### src/rtl/dei_defines.svh
// constants of the drive enable and reset interlock
// assumes one 50 MHz system clock and the plain register port
`ifndef DEI_DEFINES_SVH
`define DEI_DEFINES_SVH
`define DEI_ADDR_W 2
`define DEI_DATA_W 16
`define DEI_ADDR_CFG 2'h0
`define DEI_ADDR_TIMER 2'h1
`define DEI_ADDR_MAP 2'h2
`define DEI_ADDR_STATUS 2'h3
`define DEI_CFG_RST 16'h0000
`define DEI_TIMER_RST 16'h0000
`define DEI_CNT_ZERO 16'h0000
`define DEI_CNT_ONE 16'h0001
`define DEI_MAP_RST 2'h0
`define DEI_FNS_NONE 2'h0
`define DEI_FNS_EXTRA_MAX 2'h1
`define DEI_SETTLE_RST 2'h0
`define DEI_SETTLE_ONE 2'h1
`define DEI_SETTLE_DONE 2'h3
`define DEI_RDATA_RST 16'h0000
`define DEI_STAT_PAD 8'h00
`define DEI_CLK_PERIOD_NS 20
`define DEI_SHUT_DELAY_NS 2000
`endif

### src/rtl/dei_pkg.sv
// types of the drive enable and reset interlock
// assumes the defines header is compiled with it
`default_nettype none
package dei_pkg;
   typedef enum logic [3:0] {
      DEI_OFF = 4'b0001,
      DEI_ONDLY = 4'b0010,
      DEI_ON = 4'b0100,
      DEI_SHUT = 4'b1000
   } dei_fsm_type;

   typedef enum logic [1:0] {
      DEI_SCALAR = 2'h0,
      DEI_VECTOR = 2'h1,
      DEI_FIELD = 2'h2,
      DEI_MODE_RSVD = 2'h3
   } dei_mode_type;

   // bit 0 upward: rstInDis, localOnly, safetyStart, ...
   typedef struct packed {
      logic [3:0] spare;
      logic thrOtherEn;
      logic pidDisEn;
      dei_mode_type mode;
      logic fbActive;
      logic serActive;
      logic editStbyFlux;
      logic multiAssign;
      logic fluxNeedsRun;
      logic safetyStart;
      logic localOnly;
      logic rstInDis;
   } dei_cfg_type;

   typedef struct packed {
      logic enableA;
      logic enableB;
      logic resetTerm;
      logic serialEnable;
      logic fieldbusEnable;
      logic keypadReset;
      logic runCmd;
      logic refBelow;
      logic pidReq;
      logic protTrip;
      logic motorRunning;
   } dei_pins_type;

   typedef struct packed {
      logic driveEnable;
      logic hwEnable;
      logic fluxOn;
      logic cfgCheckArm;
      logic alarmLocked;
      logic writeLocked;
   } dei_out_type;

   typedef struct packed {
      dei_pins_type s1;
      dei_pins_type s2;
      logic rstPrev;
      logic keyPrev;
      logic [1:0] settle;
      logic initDone;
      dei_fsm_type fsm;
      logic [15:0] cnt;
      dei_cfg_type cfg;
      logic [15:0] onDelay;
      logic [1:0] extraFns;
      logic mapRefused;
      logic startBlock;
      dei_out_type out;
      logic [15:0] rdata;
   } dei_state_type;
endpackage
`default_nettype wire

### src/rtl/dei_interlock.sv
// drive enable gating, alarm lock and reset interlock
// assumes one clock; terminal and link bits arrive unsynchronised
`include "dei_defines.svh"
`default_nettype none

// Function
// - drive needs both safety enables active
// - active remote boards need enable unless local-only
// - enable fixed to safety terminals, shareable
// - inactive enable forces output off, coasting
// - hardware drop shuts output after fixed delay
// - software timer delays only rising enable
// - scalar control: run below threshold disables
// - pid regulator may force disable
// - remote enable drop disables instantly
// - alarm disables, coasts, locks, indicates
// - enable arms configuration consistency checks
// - enable write-locks config unless standby edit
// - vector/field control fluxes with run, setting
// - safety start refuses enable present at power-on
// - reset terminal clears alarms unless disabled
// - reset clears lock only if cause gone
// - safety start: enable off-on restarts drive
// - stored alarms relock drive at power-up
// - reset removed: one other terminal function
// - reset disable bit0, local-only bit1
// - multi assignment: two functions per terminal
module dei_interlock #(
   parameter int unsigned SHUT_CYC = `DEI_SHUT_DELAY_NS / `DEI_CLK_PERIOD_NS
) (
   // clock and reset
   input wire logic clock,
   input wire logic rst_b,
   // register port
   input wire logic [`DEI_ADDR_W-1:0] regAddr,
   input wire logic [`DEI_DATA_W-1:0] regWdata,
   input wire logic regWrite,
   input wire logic regRead,
   output logic [`DEI_DATA_W-1:0] regRdata,
   // terminals, links and drive state
   input wire dei_pkg::dei_pins_type pins,
   input wire logic storedAlarm,
   // drive control outputs
   output var dei_pkg::dei_out_type drv
);
   if (SHUT_CYC < 1 || SHUT_CYC > 65535) begin : g_chk
      $error("SHUT_CYC out of range");
   end

   localparam logic [15:0] SHUT_LAST = 16'(SHUT_CYC - 1);

   dei_pkg::dei_state_type st_r;
   dei_pkg::dei_state_type st_nxt;

   logic remoteOk;
   logic hwOk;
   logic gate;
   logic rstPulse;
   logic locked;
   logic pidDis;
   logic thrDis;
   logic [1:0] fnLimit;

   function automatic logic isEnabled(input dei_pkg::dei_fsm_type f);
      isEnabled = (f == dei_pkg::DEI_ON) || (f == dei_pkg::DEI_SHUT);
   endfunction

   function automatic logic rise(input logic cur, input logic prev);
      rise = cur & ~prev;
   endfunction

   always_comb begin
      st_nxt = st_r;
      // first stage feeds only the second stage
      st_nxt.s1 = pins;
      st_nxt.s2 = st_r.s1;
      st_nxt.rstPrev = st_r.s2.resetTerm;
      st_nxt.keyPrev = st_r.s2.keypadReset;

      // series connection of the two safety inputs
      hwOk = st_r.s2.enableA & st_r.s2.enableB;
      // inactive boards are not asked
      remoteOk = st_r.cfg.localOnly |
                 ((~st_r.cfg.serActive | st_r.s2.serialEnable) &
                  (~st_r.cfg.fbActive | st_r.s2.fieldbusEnable));
      gate = hwOk & remoteOk;

      rstPulse = (rise(st_r.s2.resetTerm, st_r.rstPrev) & ~st_r.cfg.rstInDis) |
                 rise(st_r.s2.keypadReset, st_r.keyPrev);

      locked = isEnabled(st_r.fsm) &
               ~(st_r.cfg.editStbyFlux & ~st_r.s2.motorRunning);

      pidDis = st_r.cfg.pidDisEn & st_r.s2.pidReq;
      thrDis = st_r.s2.runCmd & st_r.s2.refBelow &
               ((st_r.cfg.mode == dei_pkg::DEI_SCALAR) | st_r.cfg.thrOtherEn);

      // reset function occupies one slot unless removed
      fnLimit = (st_r.cfg.rstInDis | st_r.cfg.multiAssign) ?
                `DEI_FNS_EXTRA_MAX : `DEI_FNS_NONE;

      // enable path
      case (st_r.fsm)
         dei_pkg::DEI_OFF: begin
            st_nxt.cnt = `DEI_CNT_ZERO;
            if (gate) begin
               st_nxt.fsm = (st_r.onDelay == `DEI_CNT_ZERO) ?
                            dei_pkg::DEI_ON : dei_pkg::DEI_ONDLY;
            end
         end
         dei_pkg::DEI_ONDLY: begin
            st_nxt.cnt = 16'(st_r.cnt + `DEI_CNT_ONE);
            if (!gate) begin
               st_nxt.fsm = dei_pkg::DEI_OFF;
            end else if (st_nxt.cnt >= st_r.onDelay) begin
               st_nxt.fsm = dei_pkg::DEI_ON;
            end
         end
         dei_pkg::DEI_ON: begin
            st_nxt.cnt = `DEI_CNT_ZERO;
            if (!remoteOk) begin
               st_nxt.fsm = dei_pkg::DEI_OFF;
            end else if (!hwOk) begin
               // timer on the terminal plays no part here
               st_nxt.fsm = st_r.out.driveEnable ?
                            dei_pkg::DEI_SHUT : dei_pkg::DEI_OFF;
            end
         end
         dei_pkg::DEI_SHUT: begin
            st_nxt.cnt = 16'(st_r.cnt + `DEI_CNT_ONE);
            // delay runs from the drop, a returning input does not stop it
            if (!remoteOk || st_r.cnt >= SHUT_LAST) begin
               st_nxt.fsm = dei_pkg::DEI_OFF;
            end
         end
         default: begin
            st_nxt.fsm = dei_pkg::DEI_OFF;
            st_nxt.cnt = `DEI_CNT_ZERO;
         end
      endcase

      // power-up capture once synchronisers have settled
      if (!st_r.initDone) begin
         st_nxt.settle = 2'(st_r.settle + `DEI_SETTLE_ONE);
         if (st_r.settle == `DEI_SETTLE_DONE) begin
            st_nxt.initDone = 1'b1;
            st_nxt.startBlock = st_r.cfg.safetyStart & gate;
            st_nxt.out.alarmLocked = st_r.out.alarmLocked | storedAlarm;
         end
      end else if (!gate) begin
         st_nxt.startBlock = 1'b0;
      end

      // alarm lock, a trip in the reset cycle wins
      if (rstPulse && !st_r.s2.protTrip) begin
         st_nxt.out.alarmLocked = 1'b0;
      end
      if (st_r.s2.protTrip) begin
         st_nxt.out.alarmLocked = 1'b1;
      end

      // registers
      if (regWrite && !locked) begin
         case (regAddr)
            `DEI_ADDR_CFG: st_nxt.cfg = dei_pkg::dei_cfg_type'(regWdata);
            `DEI_ADDR_TIMER: st_nxt.onDelay = regWdata;
            `DEI_ADDR_MAP: begin
               if (regWdata[1:0] <= fnLimit) begin
                  st_nxt.extraFns = regWdata[1:0];
                  st_nxt.mapRefused = 1'b0;
               end else begin
                  st_nxt.mapRefused = 1'b1;
               end
            end
            default: begin
            end
         endcase
      end
      st_nxt.rdata = `DEI_RDATA_RST;
      if (regRead) begin
         case (regAddr)
            `DEI_ADDR_CFG: st_nxt.rdata = st_r.cfg;
            `DEI_ADDR_TIMER: st_nxt.rdata = st_r.onDelay;
            `DEI_ADDR_MAP: st_nxt.rdata = {14'h0000, st_r.extraFns};
            `DEI_ADDR_STATUS: st_nxt.rdata = {`DEI_STAT_PAD, st_r.mapRefused, st_r.startBlock,
                                            st_r.out.alarmLocked, locked, st_r.out.fluxOn,
                                            st_r.out.driveEnable, hwOk, remoteOk};
            default: st_nxt.rdata = `DEI_RDATA_RST;
         endcase
      end

      // outputs; drive, flux and check arm taken from next state so drops act at once, hwEnable and writeLocked from current state
      st_nxt.out.hwEnable = hwOk;
      st_nxt.out.cfgCheckArm = isEnabled(st_nxt.fsm);
      st_nxt.out.writeLocked = locked;
      st_nxt.out.fluxOn = isEnabled(st_nxt.fsm) & st_r.s2.runCmd & st_r.cfg.fluxNeedsRun &
                          ((st_r.cfg.mode == dei_pkg::DEI_VECTOR) |
                           (st_r.cfg.mode == dei_pkg::DEI_FIELD));
      st_nxt.out.driveEnable = isEnabled(st_nxt.fsm) & st_nxt.initDone &
                               ~st_nxt.out.alarmLocked & ~st_nxt.startBlock &
                               ~pidDis & ~thrDis;
   end

   always_ff @(posedge clock or negedge rst_b) begin
      if (!rst_b) begin
         st_r <= '0;
         st_r.fsm <= dei_pkg::DEI_OFF;
         st_r.cfg <= dei_pkg::dei_cfg_type'(`DEI_CFG_RST);
         st_r.onDelay <= `DEI_TIMER_RST;
         st_r.extraFns <= `DEI_MAP_RST;
         st_r.settle <= `DEI_SETTLE_RST;
      end else begin
         st_r <= st_nxt;
      end
   end

   assign drv = st_r.out;
   assign regRdata = st_r.rdata;
endmodule

`default_nettype wire

### config.mk
export PLATFORM = sky130hd
export DESIGN_NAME = dei_interlock
export DESIGN_NICKNAME = d
export VERILOG_FILES = /design/src/rtl/dei_pkg.sv /design/src/rtl/dei_interlock.sv
export VERILOG_INCLUDE_DIRS = /design/src /design/src/rtl
export SDC_FILE = /design/constraint.sdc
export NUM_CORES = 1
export LEC_CHECK = 0
export ABC_CLOCK_PERIOD_IN_PS = 5250
export BUFFER_PORTS_ARGS = -buffer_cell sky130_fd_sc_hd__buf_4
export CORE_MARGIN = 2
export CORE_UTILIZATION = 60
export CTS_BUF_LIST = sky130_fd_sc_hd__clkbuf_4 sky130_fd_sc_hd__clkbuf_8
export DETAILED_ROUTE_END_ITERATION = 8
export PLACE_DENSITY_LB_ADDON = 0.1
export SLEW_MARGIN = 10
export SYNTH_ARGS = -nofsm -noshare
export SYNTH_HDL_FRONTEND = slang
export SYNTH_SLANG_ARGS = --single-unit
### constraint.sdc
create_clock -name clock -period 5.25 [get_ports clock]
set_input_delay 0.7875 -clock clock [delete_from_list [all_inputs] [get_ports clock]]
set_output_delay 0.7875 -clock clock [all_outputs]
set_load 0.01 [all_outputs]
# Yosys cells after proc, flatten, opt, wreduce, memory -nomap -nowiden

Cells that the tools add are included.

Register bits after elaboration: 105
Bits of input ports: 34
Output and inout port bits: 22
Word-level logic and storage cells: 144

Add/subtract/negate cells: 2
$lt $le $gt $ge: 3
Equal/unequal tests: 12
Mux-type cells: 22
Bitwise operators: 39
Reductions and logical operators: 15

Operators by type and width:

| operator                                                            | number |
|---|---|
| one-hot mux 20 bit (4 select lines)                                 | 1 |
| one-hot mux 16 bit (4 select lines)                                 | 1 |
| two-way mux 4 bit                                                   | 7 |
| AND 1 bit                                                           | 20 |
| adder 16 x 1 -> 16 bit (second input constant)                      | 1 |
| greater-or-equal comparator 16 bit                                  | 1 |
| greater-or-equal comparator 16 x 7 -> 1 bit (second input constant) | 1 |
| zero test 16 bit                                                    | 1 |
| two-way mux 16 bit                                                  | 1 |
| two-way mux 1 bit                                                   | 11 |
| inverter 1 bit                                                      | 11 |
| == test 2 bit (second input constant)                               | 4 |
| == test 4 x 3 -> 1 bit (second input constant)                      | 2 |
| == test 4 bit (second input constant)                               | 2 |
| OR 1 bit                                                            | 8 |
| AND reduction 2 bit                                                 | 3 |
| == test 2 x 1 -> 1 bit (second input constant)                      | 2 |
| == test 4 x 1 -> 1 bit (second input constant)                      | 1 |
| == test 4 x 2 -> 1 bit (second input constant)                      | 1 |
| zero test 2 bit                                                     | 2 |
| zero test 1 bit                                                     | 3 |
| logical OR 1 bit                                                    | 3 |
| two-way mux 3 bit                                                   | 1 |
| AND reduction 3 bit                                                 | 1 |
| other kinds (3)                                                     | 4 |

# Depth between registers and ports, before layout

Gate-level depths: netlist (run 1).

Depth after elaboration: 15
Gate-level depth with buffers: 12
Mapped depth without buffers: 12

# Worst setup path before layout (run 1)

No wires, ideal clock.

Path type: register to register
From: register st_r[65] (netlist bit)
To: register st_r[75] (netlist bit)
Setup time: 0.094 ns
Data arrival time: 2.586 ns
Data required time: 5.156 ns
Setup slack: 2.570 ns
Cell stages (with the launch flop): 13
Path buffers: 0
Period minus slack after synthesis: 2.680 ns
Cell sequence: dfrtp_1 -> and4_2 -> and3_1 -> nand3_1 -> nor2_1 -> xor2_1 -> ha_1 -> nand4_1 -> nor3_1 -> nor3_1 -> o41ai_1 -> or4b_1 -> a211oi_1

RTL lines:

| what                   | RTL line             | RTL |
|---|---|---|
| start, declared        | dei_interlock.sv:52  | `dei_pkg::dei_state_type st_r;` |
| start signal, assigned | dei_interlock.sv:213 | `st_r <= st_nxt;` |

==> impl_results.md, run 1 <==
* Drt drc at 0
* Pre-antenna DRT Iters at 4
* Dominant cells by area after synthesis: dfrtp_1 53%, ha_1 5.1%, mux2_1 4.4%
* Leakage at 2.58 nW
* Antenna Nets Post-Route at 0
* Setup bufs post-CTS at 0
* Syn nets at ~470
* Core box area at 0.00781 mm2
* ANT cells at 0
* Max Cap Viol at 0
* Outcome: finished, final reports clean
* Die height at about 94 um
* Area growth syn-to-layout at 10.7%
* Number of I/O pins at 56
* RSZ-0062 raised after global routing: no
* WL final at 9440 um
* Cell Area, Synth at 0.00488 mm2
* Via density at 5.60
* Post-synth top area share at 0.533
* Hold Buf Count CTS at 0
* Via count at 3085
* Total GRT Usage at 0.235
* Most frequent cells after synthesis: 104 x dfrtp_1, 26 x nor2_1, 23 x inv_1, 22 x buf_4, 20 x ha_1
* Cells after Synth at 411
* CP cell instances: and3_1 > and3_1 > nand3_1 > nor2_1 > xor2_1 > ha_1 > nand4_1 > nor3_1 > nor3_1 > o41ai_1 > o31ai_1 > o41ai_1
* Final Setup Violations at 0
* Endpoint class of the critical path: flip-flop
* Layout cells sized above 1 at 0.234
* Clock Power Share at 0.291
* Syn. warnings at 0
* CTS tree: built
* Placement Setup Slack at 2.22 ns
* Post-CTS Resized at 0
* CTS max path bufs at 2
* Post-synth top flop: dfrtp_1
* Final GP Congestion at 0.832
* Vias in the first global route at 3122
* Post-synth EDFFs at 0
* #FFs+latches synth at 105
* CP required at around 5.5 ns
* PortBufs at 55
* Max stage delay cell, worst path: o31ai_1
* Register area at roughly 0.0026 mm2
* Biggest area consumer among synthesized cells: dfrtp_1
* Crit path kind: flip-flop to flip-flop
* Die area at 0.00887 mm2
* Post-DR wirelength/cell at 17.1 um
* Die width at 94.2 um
* Ys async rst share at 1.00
* Initial antenna violation count at 0
* Worst-path clk slew at around 0.11 ns
* Aggregate negative setup slack at 0 ns
* Peak VDD IR at 0.000224 V
* Buf+Inv Stages, Crit Path at 0
* Drt first-iter violations at 111
* Fillers at 573
* Final period util at 0.598
* Setup ws final at between 2 and 2.5 ns
* Setup crit start kind: flip-flop
* Sequential share of power at 0.568
* Max Slew Vio Count at 0
* PwrDens at between 300 and 400 mW/mm2
* Root Buffer: clkbuf_8
* Comb pwr share at 0.141
* Measured slew at the worst slew-check pin at 0.870 ns
* Final HPWL DP at 6810 um
* Max transition margin at 0.418
* Footprint of the multi-input gates at 0.00194 mm2
* Hold Crit Class: flip-flop to flip-flop
* Psw at around 470 uW
* Max frequency at around 0.32 GHz
* First-pass GRT wire length at 15700 um
* Seq/Total Area, Yosys at 0.539
* Hold Fails Final Rpt at 0
* Maximum level of the CTS H-tree at 3
* Worst EP arrival at 3.36 ns
* Tmin final at 3.14 ns
* Setup Skew at a little over 0.01 ns
* Site row count at 32
* Total CTS buffers at 9
* Grt ovf at 0
* Initial Utilization at 0.625
* Int Pwr at about 1.2 mW
* Delay-heaviest family, CP: simple AND/OR/NAND/NOR gates
* Count leader, synth: dfrtp_1
* Syn_area_per_cell at 11.9 um2
* Sink Count at 105
* Yosys cell types at 56
* Fin nets at about 500
* Clock Latency Late Sink at 0.37 ns
* Largest net degree at the start of global routing at 63
* Worst-path fanout max at 4
* Sw Ratio at 0.285
* Slowest stage delay, CP at 0.59 ns
-- metal layers --
layer	vias up	track usage	wire length, um
met1	1552	0.321	4380
li1	1451	-	-
met3	10	0.0465	336
met2	72	0.390	4630
met4	0	0.0592	93
met5	-	0	0
-- power groups by stage --
stage,Sequential [mW],Combinational (mW),Clock (mW)
floorplan,0.932,0.165,0
global route,0.951,0.262,0.531
CTS,0.940,0.238,0.492
finish,0.941,0.234,0.481
detailed placement,0.956,0.236,0
global placement,0.952,0.227,0
-- registers in the layout, indices dropped and copies added (netlist names) --
| name | flops |
|---|---|
| drv | 6 |
| regRdata | 16 |
| st_nxt | 13 |
| st_r | 70 |
-- final cells by class --
| cell class | count | share of cell area |
|---|---|---|
| clock inverter | 7 | 0.0134 |
| clock buffer | 9 | 0.0229 |
| multi-input combinational | 249 | 0.360 |
| sequential | 105 | 0.486 |
| timing repair buffer | 56 | 0.0778 |
| tap | 102 | 0.0236 |
| inverter | 23 | 0.0160 |
-- layout by cell type (no fill, tap or decap), types with 12 or more instances in the layout --
master | Yosys | routed
nor2b_1 | 17 | 17
nand2_1 | 16 | 16
nand3_1 | 17 | 17
xnor2_1 | 14 | 14
mux2_2 | 13 | 13
mux2_1 | 19 | 19
nor2_1 | 26 | 26
buf_4 | 22 | 56
o21ai_0 | 12 | 12
dfrtp_1 | 104 | 104
ha_1 | 20 | 20
inv_1 | 23 | 23
mux2i_1 | 14 | 14
-- metrics by stage --
step | util | cells | instance area [um2] | hold WS (ns) | power [mW]
after floorplan | - | 411 | 4880 | 0.331 | 1.10
after detailed placement | 0.667 | 535 | 5210 | 0.335 | 1.19
after CTS | 0.692 | 551 | 5400 | 0.348 | 1.67
after global placement | 0.667 | 535 | 5210 | 0.332 | 1.18
after global routing | 0.692 | 551 | 5400 | 0.359 | 1.74
final | 0.692 | 551 | 5400 | 0.349 | 1.66
-- final timing paths --
path	end	from	cells after the start	slack, ns
min reg2reg	st_r[90]	st_nxt[90]	0	0.35
min	st_r[90]	st_nxt[90]	0	0.35
max in group asynchronous	st_r[83]	rst_b	2	3.75
min in group asynchronous	st_r[92]	rst_b	1	0.48
max reg2reg	st_r[76]	st_r[61]	12	2.11
max	st_r[76]	st_r[61]	12	2.11
-- kinds of logic (layout without fill, tap and decap cells) --
logic type / Yosys count / after routing / share of synthesized area
DFF: 105 / 105 / 0.539
buffers and inverters: 57 / 95 / 0.0631
muxes: 48 / 48 / 0.112
adders and majority gates: 20 / 20 / 0.0513
and+or+nand+nor: 125 / 125 / 0.142
AOI/OAI and AO/OA: 37 / 37 / 0.0590
xor gates and xnor gates: 19 / 19 / 0.0341
No activity file was read; power rests on OpenSTA's default activity.
==> inputs of run 2 (changes only) <==
ABC_AREA = 1   (was unset)
ABC_CLOCK_PERIOD_IN_PS = 3000   (was 5250)
clock period = 3 ns   (was 5.25 ns; I/O delays follow)
==> run 2 against run 1 <==
Clock power grew 83%. Sequential power grew 73%. Power grew 81%. Largest power group unchanged.
==> impl_results.md, run 2 <==
* Outcome: finished, final reports clean
* FF-to-FF End: drv[3]
* Top reg by flops: st_r
* Setup Skew at 0.0137 ns
* Worst EP arrival at 2.92 ns
* Total GRT Usage at 0.243
* Ys async rst share at 1.00
* CTS tree: built
* Number of I/O pins at between 50 and 60
* Die height at around 95 um
* Setup crit start kind: flip-flop
* Commonest cells after routing, fill and taps aside: 115 x nand2_1, 104 x inv_1, 104 x dfrtp_1
* Max Cap Viol at 0
* Final period util at 0.891
* Drt first-iter violations at 211
* R2r setup slk at about 0.33 ns
* Antenna Nets Post-Route at 0
* PwrDens at roughly 540 mW/mm2
* Cell Area, Synth at 0.00497 mm2
* Fin nets at ~660
* RSZ-0062 raised after global routing: no
* R2r worst-path depth at 19
* Biggest area consumer among synthesized cells: dfrtp_1
* WL final at 10100 um
* Fillers at between 600 and 700
* PortBufs at 55
* Commonest non-fill, non-tap cell in the layout: nand2_1
* Die width at 95.0 um
* Drt drc at 0
* Total CTS buffers at 9
* Seq/Total Area, Yosys at 0.529
* Hold Buf Count CTS at 0
* CP startpoint: st_r[58]
* Setup bufs post-CTS at 0
* #FFs+latches synth at 105
* Core box area at 0.00813 mm2
* Layout cells sized above 1 at 0.167
* Maximum level of the CTS H-tree at 3
* Peak VDD IR at 0.000320 V
* Post-CTS Resized at 0
* Crit path kind: flip-flop to flip-flop
* Via density at 5.10
* Final core occ at 0.681
* Vias in the first global route at 3602
* First-pass GRT wire length at between 15000 and 20000 um
* Syn nets at 621
* Endpoint class of the critical path: flip-flop
* Root Buffer: clkbuf_8
* Clock Latency Late Sink at between 0.3 and 0.4 ns
* Leakage at 3.00 nW
* Pre-antenna DRT Iters at 4
* Measured slew at the worst slew-check pin at just under 0.7 ns
* Area growth syn-to-layout at 11.4%
* Sink Count at 105
* Post-synth top flop: dfrtp_1
* Largest net degree at the start of global routing at 106
* Initial antenna violation count at 0
* CTS max path bufs at 2
* Post-DR wirelength/cell at 14.1 um
* Final HPWL DP at 7500 um
* Worst-path fanout max at 5
* RR Startpoint: st_r[58]
* Die area at 0.00903 mm2
* Worst-path clk slew at between 0.1 and 0.15 ns
* Final Setup Violations at 0
* Yosys cell types at 35
* Hold Crit Class: input port to async pin
* Max reg flops at 70
* Max Slew Vio Count at 0
* ANT cells at 0
* Cells after Synth at ~570
* Count leader, synth: nand2_1
* Grt ovf at 0
* Max transition margin at 0.551
* Site row count at 33
* Hold Fails Final Rpt at 0
* Final GP Congestion at approximately 0.88
* Post-synth EDFFs at 0
* Most frequent cells after synthesis: 115 x nand2_1, 104 x dfrtp_1, 104 x inv_1, 46 x nor2_1, 36 x o21ai_1
* Syn_area_per_cell at between 8 and 9 um2
* CP required at between 3 and 4 ns
* Via count at 3645
* Max frequency at 0.374 GHz
* Crit path capture: drv[3]
* Tmin final at roughly 2.7 ns
* Post-synth top area share at 0.524
* Aggregate negative setup slack at 0 ns
* Initial Utilization at 0.611
* Dominant cells by area after synthesis: dfrtp_1 52%, nand2_1 8.7%, inv_1 7.9%
* Syn. warnings at 0
-- run 2: worst min path at each step --
stage | endpoint | cells past startpoint
2_1_floorplan | drv[0] | 0
3_3_place_gp | st_r[85] | 0
3_5_place_dp | st_r[83] | 0
4_1_cts | regRdata[3] | 2
5_1_grt | st_nxt[88] | 1
6_report | regRdata[3] | 2
-- run 2: cell type report --
cell class                 count  area [um2]  share of cell area
clock inverter                 6        65.1              0.0117
tap                          105         131              0.0237
multi-input combinational    322        1720               0.310
inverter                     108         405              0.0732
clock buffer                  10         138              0.0248
timing repair buffer          59         455              0.0822
sequential                   105        2630               0.475
-- run 2: critical path, cell delays in order, from the launching register on --
cell and delay (ns):
dfrtp_1 0.43, ha_1 0.20, nand2_2 0.07, inv_2 0.08
nand3_2 0.10, nor2_4 0.11, nand2_2 0.08, nor2_4 0.14
nand2_2 0.07, xor2_1 0.18, inv_1 0.07, ha_1 0.28
nand4_1 0.13, a21oi_1 0.06, nor2_1 0.19, nand3_1 0.11
nand2_1 0.06, nand2_1 0.06, nand2_1 0.10, nor2_1 0.05
-- run 2: cell families after synthesis --
family / count (synthesis) / share of synthesized area
XOR/XNOR: 9 / 0.0174
AND/OR/NAND/NOR: 211 / 0.187
adder cells (fa/ha/maj): 20 / 0.0503
AO/OA/AOI/OAI: 82 / 0.0909
flip-flops: 105 / 0.529
buffers and inverters: 140 / 0.126
-- run 2: per-stage QoR --
stage | setup WS [ns] | instances | hold slack (ns) | instance area [um2] | total power [mW]
global route | 0.0794 | 715 | 0.157 | 5540 | 3.17
detailed placement | 0.338 | 699 | 0.336 | 5340 | 2.16
finish | 0.327 | 715 | 0.150 | 5540 | 3.00
floorplan | 0.719 | 567 | 0.154 | 4970 | 1.98
global placement | 0.477 | 699 | 0.331 | 5340 | 2.14
CTS | 0.307 | 715 | 0.159 | 5540 | 3.04
-- run 2: power breakdown --
part	internal [mW]	switching, mW	leakage (nW)
clock network	0.353	0.525	0.104
logic	0.197	0.299	1.56
registers	1.55	0.0834	1.34
-- run 2: routing by layer --
layer,global-route usage,up-vias,share of wire
met5,0,-,0
met4,0.0604,0,0.0083
met3,0.0379,7,0.044
met2,0.403,78,0.50
met1,0.338,1736,0.45
li1,-,1824,-
